$ cat config.mk
export PLATFORM = sky130hd
export DESIGN_NAME = eirl_core
export DESIGN_NICKNAME = d
export VERILOG_FILES = /design/src/include/eirl_pkg.sv /design/src/eirl_core.sv /design/src/eirl_timing.sv
export SDC_FILE = /design/constraint.sdc
export NUM_CORES = 1
export LEC_CHECK = 0
export BUFFER_PORTS_ARGS = -buffer_cell sky130_fd_sc_hd__buf_2
export CAP_MARGIN = 20
export CORE_AREA = 8 8 99 101
export CTS_CLUSTER_DIAMETER = 30
export DETAILED_ROUTE_END_ITERATION = 8
export DIE_AREA = 0 0 107 109
export HOLD_SLACK_MARGIN = 0.1
export MAX_ROUTING_LAYER = met4
export PLACE_DENSITY_LB_ADDON = 0.25
export REMOVE_ABC_BUFFERS = 1
export SETUP_SLACK_MARGIN = 0.15
export SLEW_MARGIN = 15
export SYNTH_ARGS = -nofsm -noshare
export SYNTH_HDL_FRONTEND = slang
export SYNTH_SLANG_ARGS = --single-unit
$ cat constraint.sdc
create_clock -name aclk -period 6.2 [get_ports aclk]
set_clock_uncertainty 0.2 [all_clocks]
set_input_delay 0.31 -clock aclk [delete_from_list [all_inputs] [get_ports aclk]]
set_output_delay 0.31 -clock aclk [all_outputs]
set_load 0.1 [all_outputs]
$ cat src/include/eirl_pkg.sv
// shared constants for the external interrupt request logic
package eirl_pkg;
    // machine cycle of 12 clock periods: six states of two phases
    localparam int          OSC_PER_MCYC   = 12;
    localparam logic [3:0]  TICK_LAST      = 4'h0_00B;
    localparam logic [3:0]  TICK_STATE2_PHASE2      = 4'h0_003;
    localparam logic [3:0]  TICK_POLL      = 4'h0_004;
    localparam logic [3:0]  TICK_STATE5_PHASE2      = 4'h0_009;
    // hardware call occupies two machine cycles
    localparam logic [1:0]  CALL_MCYCLES   = 2'h0_002;
    localparam int          NUM_SRC        = 6;
    localparam int          NUM_EVT        = 6;
    // vectors: 0003H plus eight per source in polling order
    localparam logic [15:0] VEC_BASE       = 16'h0003;
    localparam logic [15:0] VEC_STEP       = 16'h0008;
    // polling order indices
    localparam logic [2:0]  SRC_EXT0       = 3'h0_000;
    localparam logic [2:0]  SRC_TMR0       = 3'h0_001;
    localparam logic [2:0]  SRC_EXT1       = 3'h0_002;
    localparam logic [2:0]  SRC_TMR1       = 3'h0_003;
    // flag register bit positions
    localparam int          FB_EXT0        = 0;
    localparam int          FB_EXT1        = 1;
    localparam int          FB_TMR0        = 2;
    localparam int          FB_TMR1        = 3;
    localparam int          FB_SER_RX      = 4;
    localparam int          FB_SER_TX      = 5;
    localparam int          FB_TMR2_OVF    = 6;
    localparam int          FB_TMR2_EXT    = 7;
    localparam int          EN_GLOBAL      = 7;
    // register byte addresses
    localparam logic [7:0]  ADDR_CTRL      = 8'h00;
    localparam logic [7:0]  ADDR_FLAGS     = 8'h04;
    localparam logic [7:0]  ADDR_ENABLE    = 8'h08;
    localparam logic [7:0]  ADDR_PRIO      = 8'h0C;
    localparam logic [7:0]  ADDR_IRQ_STAT  = 8'h10;
    localparam logic [7:0]  ADDR_IRQ_MASK  = 8'h14;
    localparam logic [7:0]  ADDR_STATE     = 8'h18;
    // sticky event bits
    localparam int          EV_CALL        = 0;
    localparam int          EV_RETURN      = 1;
    localparam int          EV_EDGE        = 2;
    localparam logic [1:0]  RESP_OKAY      = 2'h0_000;
    localparam logic [1:0]  RESP_SLVERR    = 2'h0_002;
    localparam logic [7:0]  RST_BYTE       = 8'h00;
endpackage

$ cat src/eirl_core.sv
// interrupt request front end with axi4-lite registers
//
// The implementer's own choices: the placing of the registers and the AXI4-Lite slave port.
`timescale 1ns/1ps
module eirl_core (
    input  wire logic        aclk,
    input  wire logic        aresetn,
    input  wire logic        ce,
    input  wire logic        s_axi_awvalid,
    output logic             s_axi_awready,
    input  wire logic [7:0]  s_axi_awaddr,
    input  wire logic        s_axi_wvalid,
    output logic             s_axi_wready,
    input  wire logic [31:0] s_axi_wdata,
    input  wire logic [3:0]  s_axi_wstrb,
    output logic             s_axi_bvalid,
    input  wire logic        s_axi_bready,
    output logic [1:0]       s_axi_bresp,
    input  wire logic        s_axi_arvalid,
    output logic             s_axi_arready,
    input  wire logic [7:0]  s_axi_araddr,
    output logic             s_axi_rvalid,
    input  wire logic        s_axi_rready,
    output logic [31:0]      s_axi_rdata,
    output logic [1:0]       s_axi_rresp,
    input  wire logic        ext0_request_pin,
    input  wire logic        ext1_request_pin,
    input  wire logic        timer0_overflow_evt,
    input  wire logic        timer1_overflow_evt,
    input  wire logic        timer2_overflow_evt,
    input  wire logic        timer2_external_evt,
    input  wire logic        serial_receive_evt,
    input  wire logic        serial_transmit_evt,
    input  wire logic        instr_final_cycle,
    input  wire logic        instr_is_return_from_interrupt,
    input  wire logic        instr_touches_ie_ip,
    output logic             hardware_long_call,
    output logic [15:0]      call_vector,
    output logic             call_busy,
    output logic             irq
);
    import eirl_pkg::*;

    logic [3:0]  tick;
    logic        at_state2_phase2;
    logic        at_poll;
    logic        at_state5_phase2;
    logic        at_last;

    eirl_timing u_timing (
        .aclk    (aclk),
        .aresetn (aresetn),
        .ce      (ce),
        .tick    (tick),
        .at_state2_phase2 (at_state2_phase2),
        .at_poll (at_poll),
        .at_state5_phase2 (at_state5_phase2),
        .at_last (at_last)
    );

    logic [1:0]  sense_reg;
    logic [7:0]  enable_reg;
    logic [5:0]  prio_reg;
    logic [2:0]  irq_stat_reg;
    logic [2:0]  irq_mask_reg;
    logic [1:0]  ext_flag_reg;
    logic [1:0]  pin_prev_reg;
    logic [5:0]  evt_flag_reg;
    logic [5:0]  evt_pend_reg;
    logic [7:0]  flags;
    logic        in_prog_hi_reg;
    logic        in_prog_lo_reg;
    logic        block_next_reg;
    logic [1:0]  call_cnt_reg;
    logic        call_reg;
    logic [15:0] vector_reg;
    logic        aw_got_reg;
    logic        w_got_reg;
    logic [7:0]  awaddr_reg;
    logic [31:0] wdata_reg;
    logic [3:0]  wstrb_reg;
    logic        bvalid_reg;
    logic [1:0]  bresp_reg;
    logic        rvalid_reg;
    logic [31:0] rdata_reg;
    logic [1:0]  rresp_reg;

    // write side: address and data taken independently, then committed
    logic wr_do;
    logic wr_flags;
    logic rd_do;
    logic rd_stat;
    assign s_axi_awready = ce && !aw_got_reg && !bvalid_reg;
    assign s_axi_wready  = ce && !w_got_reg && !bvalid_reg;
    assign wr_do    = ce && aw_got_reg && w_got_reg && !bvalid_reg;
    assign wr_flags = wr_do && wstrb_reg[0] && (awaddr_reg == ADDR_FLAGS);
    assign s_axi_arready = ce && !rvalid_reg;
    assign rd_do    = s_axi_arvalid && s_axi_arready;
    assign rd_stat  = rd_do && (s_axi_araddr == ADDR_IRQ_STAT);

    always_ff @(posedge aclk) begin
        if (!aresetn) begin
            aw_got_reg <= 1'b0;
            w_got_reg  <= 1'b0;
            awaddr_reg <= 8'h00;
            wdata_reg  <= 32'h0000_0000;
            wstrb_reg  <= 4'h0;
            bvalid_reg <= 1'b0;
            bresp_reg  <= RESP_OKAY;
        end else if (ce) begin
            if (s_axi_awvalid && s_axi_awready) begin
                aw_got_reg <= 1'b1;
                awaddr_reg <= s_axi_awaddr;
            end
            if (s_axi_wvalid && s_axi_wready) begin
                w_got_reg <= 1'b1;
                wdata_reg <= s_axi_wdata;
                wstrb_reg <= s_axi_wstrb;
            end
            if (wr_do) begin
                aw_got_reg <= 1'b0;
                w_got_reg  <= 1'b0;
                bvalid_reg <= 1'b1;
                bresp_reg  <= (awaddr_reg <= ADDR_STATE
                              && awaddr_reg[1:0] == 2'b00)
                              ? RESP_OKAY : RESP_SLVERR;
            end else if (bvalid_reg && s_axi_bready) begin
                bvalid_reg <= 1'b0;
            end
        end
    end

    // only the low byte lane carries writable register bits
    always_ff @(posedge aclk) begin
        if (!aresetn) begin
            sense_reg    <= 2'b00;
            enable_reg   <= RST_BYTE;
            prio_reg     <= 6'h00;
            irq_mask_reg <= 3'h0;
        end else if (wr_do && wstrb_reg[0]) begin
            case (awaddr_reg)
                ADDR_CTRL:     sense_reg    <= wdata_reg[1:0];
                ADDR_ENABLE:   enable_reg   <= wdata_reg[7:0];
                ADDR_PRIO:     prio_reg     <= wdata_reg[5:0];
                ADDR_IRQ_MASK: irq_mask_reg <= wdata_reg[2:0];
                default: ;
            endcase
        end
    end

    always_ff @(posedge aclk) begin
        if (!aresetn) begin
            rvalid_reg <= 1'b0;
            rdata_reg  <= 32'h0000_0000;
            rresp_reg  <= RESP_OKAY;
        end else if (ce) begin
            if (rd_do) begin
                rvalid_reg <= 1'b1;
                rresp_reg  <= RESP_OKAY;
                case (s_axi_araddr)
                    ADDR_CTRL:     rdata_reg <= {30'h0, sense_reg};
                    ADDR_FLAGS:    rdata_reg <= {24'h0, flags};
                    ADDR_ENABLE:   rdata_reg <= {24'h0, enable_reg};
                    ADDR_PRIO:     rdata_reg <= {26'h0, prio_reg};
                    ADDR_IRQ_STAT: rdata_reg <= {29'h0, irq_stat_reg};
                    ADDR_IRQ_MASK: rdata_reg <= {29'h0, irq_mask_reg};
                    ADDR_STATE:    rdata_reg <= {call_busy, block_next_reg,
                                    in_prog_hi_reg, in_prog_lo_reg,
                                    12'h000, vector_reg};
                    default: begin
                        rdata_reg <= 32'h0000_0000;
                        rresp_reg <= RESP_SLVERR;
                    end
                endcase
            end else if (rvalid_reg && s_axi_rready) begin
                rvalid_reg <= 1'b0;
            end
        end
    end

    // request selection: higher level first, then fixed polling order
    logic [5:0] src_req;
    logic [5:0] hi_req;
    logic [5:0] lo_req;
    logic       grant;
    logic [2:0] grant_idx;
    assign src_req = {flags[FB_TMR2_OVF] | flags[FB_TMR2_EXT],
                      flags[FB_SER_RX] | flags[FB_SER_TX],
                      flags[FB_TMR1], flags[FB_EXT1],
                      flags[FB_TMR0], flags[FB_EXT0]};
    assign hi_req = enable_reg[EN_GLOBAL] ?
                    (src_req & enable_reg[5:0] & prio_reg) : 6'h00;
    assign lo_req = enable_reg[EN_GLOBAL] ?
                    (src_req & enable_reg[5:0] & ~prio_reg) : 6'h00;

    function automatic logic [2:0] first_set(input logic [5:0] v);
        logic [2:0] idx;
        idx = 3'h0;
        for (int i = NUM_SRC - 1; i >= 0; i--) begin
            if (v[i]) begin
                idx = i[2:0];
            end
        end
        return idx;
    endfunction

    logic pick_hi;
    logic pick_lo;
    logic instr_blocks;
    // polling happens in state 3, after both flag-setting instants
    assign pick_hi = |hi_req && !in_prog_hi_reg;
    assign pick_lo = |lo_req && !in_prog_hi_reg && !in_prog_lo_reg;
    assign instr_blocks = instr_is_return_from_interrupt || instr_touches_ie_ip;
    assign grant = at_poll && (call_cnt_reg == 2'h0) && instr_final_cycle
                   && !instr_blocks && !block_next_reg
                   && (pick_hi || pick_lo);
    assign grant_idx = pick_hi ? first_set(hi_req) : first_set(lo_req);

    // one further instruction must finish before the next call
    always_ff @(posedge aclk) begin
        if (!aresetn) begin
            block_next_reg <= 1'b0;
        end else if (at_poll && instr_final_cycle) begin
            block_next_reg <= instr_blocks;
        end
    end

    always_ff @(posedge aclk) begin
        if (!aresetn) begin
            in_prog_hi_reg <= 1'b0;
            in_prog_lo_reg <= 1'b0;
        end else if (grant) begin
            if (pick_hi) begin
                in_prog_hi_reg <= 1'b1;
            end else begin
                in_prog_lo_reg <= 1'b1;
            end
        end else if (at_poll && instr_final_cycle && instr_is_return_from_interrupt) begin
            // a return closes the innermost level in service
            if (in_prog_hi_reg) begin
                in_prog_hi_reg <= 1'b0;
            end else begin
                in_prog_lo_reg <= 1'b0;
            end
        end
    end

    // the call occupies the rest of this machine cycle and the next one
    always_ff @(posedge aclk) begin
        if (!aresetn) begin
            call_cnt_reg <= 2'h0;
            call_reg     <= 1'b0;
            vector_reg   <= 16'h0000;
        end else if (ce) begin
            call_reg <= grant;
            if (grant) begin
                call_cnt_reg <= CALL_MCYCLES;
                vector_reg   <= VEC_BASE
                                + ({13'h0, grant_idx} << 3);
            end else if (at_last && call_cnt_reg != 2'h0) begin
                call_cnt_reg <= call_cnt_reg - 2'h1;
            end
        end
    end

    // external flags: pins read only at state5_phase2 of each cycle
    logic [1:0] pins;
    logic [1:0] hw_clr_ext;
    logic [1:0] edge_seen;
    assign pins = {ext1_request_pin, ext0_request_pin};
    assign hw_clr_ext[0] = grant && grant_idx == SRC_EXT0;
    assign hw_clr_ext[1] = grant && grant_idx == SRC_EXT1;
    genvar g;
    generate
        for (g = 0; g < 2; g++) begin : g_ext
            assign edge_seen[g] = at_state5_phase2 && sense_reg[g]
                                  && pin_prev_reg[g] && !pins[g];
            always_ff @(posedge aclk) begin
                if (!aresetn) begin
                    ext_flag_reg[g] <= 1'b0;
                    pin_prev_reg[g] <= 1'b0;
                end else if (ce) begin
                    if (at_state5_phase2) begin
                        pin_prev_reg[g] <= pins[g];
                    end
                    if (at_state5_phase2 && !sense_reg[g]) begin
                        ext_flag_reg[g] <= !pins[g];
                    end else if (edge_seen[g]) begin
                        ext_flag_reg[g] <= 1'b1;
                    end else if (hw_clr_ext[g] && sense_reg[g]) begin
                        ext_flag_reg[g] <= 1'b0;
                    end else if (wr_flags) begin
                        ext_flag_reg[g] <= wdata_reg[g];
                    end
                end
            end
        end
    endgenerate

    // other event flags: pulses held pending until their set instant
    logic [5:0] evt_in;
    logic [5:0] evt_at;
    logic [5:0] hw_clr_evt;
    assign evt_in = {timer2_external_evt, timer2_overflow_evt,
                     serial_transmit_evt, serial_receive_evt,
                     timer1_overflow_evt, timer0_overflow_evt};
    assign evt_at = {at_state5_phase2, at_state2_phase2, at_state5_phase2, at_state5_phase2,
                     at_state5_phase2, at_state5_phase2};
    // timer 0 and timer 1 overflow flags are cleared by the call, the others never
    assign hw_clr_evt = {4'h0, grant && grant_idx == SRC_TMR1,
                         grant && grant_idx == SRC_TMR0};
    generate
        for (g = 0; g < NUM_EVT; g++) begin : g_evt
            always_ff @(posedge aclk) begin
                if (!aresetn) begin
                    evt_pend_reg[g] <= 1'b0;
                    evt_flag_reg[g] <= 1'b0;
                end else if (ce) begin
                    if (evt_at[g]) begin
                        evt_pend_reg[g] <= evt_in[g];
                    end else if (evt_in[g]) begin
                        evt_pend_reg[g] <= 1'b1;
                    end
                    if (evt_at[g] && (evt_pend_reg[g] || evt_in[g])) begin
                        evt_flag_reg[g] <= 1'b1;
                    end else if (hw_clr_evt[g]) begin
                        evt_flag_reg[g] <= 1'b0;
                    end else if (wr_flags) begin
                        evt_flag_reg[g] <= wdata_reg[g + FB_TMR0];
                    end
                end
            end
        end
    endgenerate
    assign flags = {evt_flag_reg, ext_flag_reg};

    // sticky events; a new event beats the clearing read
    logic [2:0] ev_now;
    assign ev_now = {|edge_seen,
                     at_poll && instr_final_cycle && instr_is_return_from_interrupt, grant};
    always_ff @(posedge aclk) begin
        if (!aresetn) begin
            irq_stat_reg <= 3'h0;
        end else if (ce) begin
            irq_stat_reg <= (rd_stat ? 3'h0 : irq_stat_reg) | ev_now;
        end
    end

    assign s_axi_bvalid       = bvalid_reg;
    assign s_axi_bresp        = bresp_reg;
    assign s_axi_rvalid       = rvalid_reg;
    assign s_axi_rdata        = rdata_reg;
    assign s_axi_rresp        = rresp_reg;
    assign hardware_long_call = call_reg;
    assign call_vector        = vector_reg;
    assign call_busy          = call_cnt_reg != 2'h0;
    assign irq                = |(irq_stat_reg & irq_mask_reg);
endmodule

$ cat src/eirl_timing.sv
// machine cycle state and phase generator
`timescale 1ns/1ps
module eirl_timing (
    input  wire logic       aclk,
    input  wire logic       aresetn,
    input  wire logic       ce,
    output logic [3:0]      tick,
    output logic            at_state2_phase2,
    output logic            at_poll,
    output logic            at_state5_phase2,
    output logic            at_last
);
    import eirl_pkg::*;

    logic [3:0] tick_reg;

    always_ff @(posedge aclk) begin
        if (!aresetn) begin
            tick_reg <= 4'h0_000;
        end else if (ce) begin
            if (tick_reg == TICK_LAST) begin
                tick_reg <= 4'h0_000;
            end else begin
                tick_reg <= tick_reg + 4'h0_001;
            end
        end
    end

    assign tick    = tick_reg;
    assign at_state2_phase2 = ce && (tick_reg == TICK_STATE2_PHASE2);
    assign at_poll = ce && (tick_reg == TICK_POLL);
    assign at_state5_phase2 = ce && (tick_reg == TICK_STATE5_PHASE2);
    assign at_last = ce && (tick_reg == TICK_LAST);
endmodule

==> run summary <==
=================================================================================================
Cells along the critical path ...................................................... or4_1 > or4b_4 > nor4b_4 > mux2_1 > o21ai_1 > a31oi_1
Layout Nets ........................................................................          676
Remaining DRCs .....................................................................            0
Max transition margin ..............................................................        25.5%
Number of enable-type register cells in the synthesized netlist ....................            0
LEAKAGE ............................................................................      2.09 nW
DRC violation total after the first TritonRoute iteration ..........................          176
Pin slew with the least headroom to its limit ......................................      1.11 ns
Commonest non-fill, non-tap cells in the layout .................................... 87 x sky130_fd_sc_hd__dfxtp_1, 71 x sky130_fd_sc_hd__nand2_1, 70 x sky130_fd_sc_hd__buf_2
Cells after DPL ....................................................................          669
Wire length of the first global-routing pass .......................................     17700 um
Switch share .......................................................................        30.8%
Count of cells along the worst register-to-register path ...........................            6
Met3 Usage GRT .....................................................................        4.37%
Number of standard cells after synthesis ...........................................          513
Setup-failing EPs final ............................................................            0
Average instance area after synthesis ..............................................     8.69 um2
Area occupied by multi-input gates .................................................     2430 um2
Final setup TNS ....................................................................         0 ns
GR Layer Usage met1 ................................................................        23.1%
End of the worst register-to-register path ......................................... evt_flag_reg[0]
Number of optimization iterations in the first detailed-route pass .................            4
H-tree levels ......................................................................            3
Setup repair after global routing missed its margin ................................        false
Core area ..........................................................................     8380 um2
Critical path launch point type ....................................................    flip-flop
Yosys warnings .....................................................................            0
Data arrival time of the critical path .............................................      3.04 ns
Buffer cell driving the clock tree root ............................................ sky130_fd_sc_hd__clkbuf_8
Worst VDD drop .....................................................................   0.000132 V
Number of sinks on the clock net ...................................................           87
Sequential share of power ..........................................................        50.3%
Non-filler cells in the finished layout ............................................          713
Critical path endpoint category ....................................................    flip-flop
Most common flop cell mapped by yosys .............................................. sky130_fd_sc_hd__dfxtp_1
Share of flip-flops with an asynchronous set or reset after synthesis ..............           0%
Detailed-placement wirelength estimate .............................................      8020 um
# hold bufs at CTS .................................................................           29
Library cell with the largest summed area after synthesis .......................... sky130_fd_sc_hd__dfxtp_1
Fmax ...............................................................................    0.329 GHz
Start point of the worst hold path .................................................           ce
Via density per instance ...........................................................         5.26
Proportion of layout cells with a drive suffix above 1 .............................        15.5%
Power per standard cell area .......................................................   222 nW/um2
Congestion Overflow GR .............................................................            0
Largest net degree at the start of global routing ..................................           88
Register-to-register setup slack ...................................................      3.16 ns
Buffering stage count on the worst path with inverters included ....................            0
Clock slew at reported path FFs ....................................................      0.08 ns
Global routing's busiest layer .....................................................         met2
Final period utilization ...........................................................        49.1%
Dominant cells by area after synthesis ............................................. sky130_fd_sc_hd__dfxtp_1 39%, sky130_fd_sc_hd__mux2i_1 7.6%, sky130_fd_sc_hd__a21boi_0 6.1%
Slowest-stage cell, CP ............................................................. sky130_fd_sc_hd__nor4b_4
Internal ...........................................................................   0.000798 W
Overall die width ..................................................................       107 um
Drt wl/cell ........................................................................      15.2 um
Critical path required time ........................................................      6.20 ns
Post-CTS Setup Repair Bufs .........................................................            0
Most frequent standard cell in the layout excluding fill and tap cells ............. sky130_fd_sc_hd__dfxtp_1
Die area ...........................................................................    11700 um2
Max Cap Viol .......................................................................            0
Flip-flop count of the largest register, all copies and words added ................           12
Synth-to-layout area growth ........................................................        16.7%
Residual antenna-violating net count after detailed routing ........................            0
Fin crit period ....................................................................      3.04 ns
Met2 track demand over resource in global routing ..................................        30.7%
Total net switching power ..........................................................   0.000355 W
Top-level port count ...............................................................          131
Max stage delay on crit path .......................................................      0.67 ns
Floorplan row count ................................................................           34
Number of antenna violations at the first check in global routing ..................            0
Number of distinct library cell variants in the gate-level netlist after synthesis .           63
Total of buffers placed on input and output ports ..................................           70
Max-slew violations ................................................................            0
Effective utilization at floorplan .................................................        53.2%
CTS tree ...........................................................................        built
Largest fanout on the critical path ................................................           10
Number of endpoints with negative hold slack in the final report ...................            0
Kind of path behind the tightest hold check ........................................       in2reg
Total number of vias ...............................................................         3750
Gr usage total .....................................................................        19.3%
GPL Wtd Cong .......................................................................        0.894
Register cell area after layout ....................................................     1740 um2
Result of the run .................................................................. finished clean
Max clock buf depth ................................................................            2
Sum of routed wire length over all layers ..........................................     10800 um
Sequential fraction of the synthesis area ..........................................        39.1%
Combinational power share ..........................................................        16.6%
Top cell type's share of synthesized area ..........................................        39.1%
Fill cell instance count of the final layout .......................................          740
Beginning of the worst register-to-register path ................................... awaddr_reg[0]
Number of instances resized during post-cts repair .................................            0
Min-Delay Endpoint ................................................................. evt_pend_reg[4]
Number of antenna cells inserted ...................................................            0
Cells on Worst Hold Path ...........................................................            3
Classification of the worst setup path .............................................      reg2reg
Register bit count reported by yosys ...............................................           87
Crit-path leading delay family ..................................................... simple AND/OR/NAND/NOR gates
Clock network fraction of design power .............................................        33.2%
Die Ht .............................................................................       109 um
Clock insertion delay at the later pin of the skew report ..........................      0.36 ns
Vias in the first global route .....................................................         3664
Post-synth design cell area ........................................................     4460 um2
Number of buffers created by CTS ...................................................            9
=================================================================================================
==> per-stage QoR <==
| step | setup WS, ns | hold WS (ns) | power, W | area (um2) | util, % |
|---|---|---|---|---|---|
| 2_1_floorplan | 2.14 | 0.228 | 0.000730 | 4230 | - |
| 3_3_place_gp | 3.08 | 0.249 | 0.000767 | 4730 | 56.4 |
| 3_5_place_dp | 3.08 | 0.254 | 0.000769 | 4730 | 56.4 |
| 4_1_cts | 3.16 | 0.178 | 0.00116 | 5200 | 62.1 |
| 5_1_grt | 3.05 | 0.242 | 0.00120 | 5200 | 62.1 |
| 6_report | 3.16 | 0.191 | 0.00115 | 5200 | 62.1 |
==> area by class of cell <==
type	instances	area share, %
multi-input cells	388	46.8
flip-flops and latches	87	33.5
repair buffers	100	12.5
well taps	108	2.60
clock buffers	10	2.45
clock inverters	5	1.15
inverters	15	1.08
==> worst min-delay path, cell delays in order <==
cell and delay (ns):
sky130_fd_sc_hd__buf_2 0.23, sky130_fd_sc_hd__nand2_1 0.10, sky130_fd_sc_hd__a21boi_0 0.06
==> layer usage <==
layer  part of all wire (%)  up-vias
li1                       -     1926
met1                     46     1693
met2                     46      109
met3                    5.9       22
met4                    2.3        0
met5                      0        -
==> worst max path at each step <==
stage | from | end | cells after the start
after floorplan | s_axi_rvalid | s_axi_rdata[1] | 5
after global placement | ce | evt_flag_reg[0] | 7
after detailed placement | ce | evt_flag_reg[0] | 7
after CTS | awaddr_reg[0] | evt_flag_reg[0] | 6
after global routing | awaddr_reg[0] | evt_flag_reg[0] | 6
final | awaddr_reg[0] | evt_flag_reg[0] | 6
==> power groups by stage <==
stage / clock [W] / combinational (W) / sequential, W
after detailed placement: 0 / 0.000176 / 0.000593
final: 0.000382 / 0.000191 / 0.000580
after global placement: 0 / 0.000174 / 0.000592
after global routing: 0.000416 / 0.000202 / 0.000581
after floorplan: 0 / 0.000133 / 0.000597
after CTS: 0.000393 / 0.000190 / 0.000580
==> synthesized netlist by cell type (all sizes together) (3+ instances only) <==
library cell / count
dfxtp: 87
nor4: 5
buf: 37
nor2b: 41
nor3: 8
and2: 6
nand3: 8
nand4: 8
a31oi: 3
mux2i: 34
o21a: 3
nand4b: 5
o211ai: 3
ha: 4
nand2: 71
clkbuf: 18
nor2: 23
nand2b: 9
a22oi: 15
o21ai: 20
o22ai: 4
a21oi: 7
inv: 15
a21boi: 37
==> cells by family after synthesis <==
logic type      count (synthesis)  synth area share (%)
flops                          87                  39.1
mux                            36                  8.14
buf+inv                        70                  9.01
compound gates                119                  19.5
other cells                     1                0.0841
simple gates                  196                  23.1
fa+ha+maj                       4                  1.12
(Power assumes the default switching activity.)
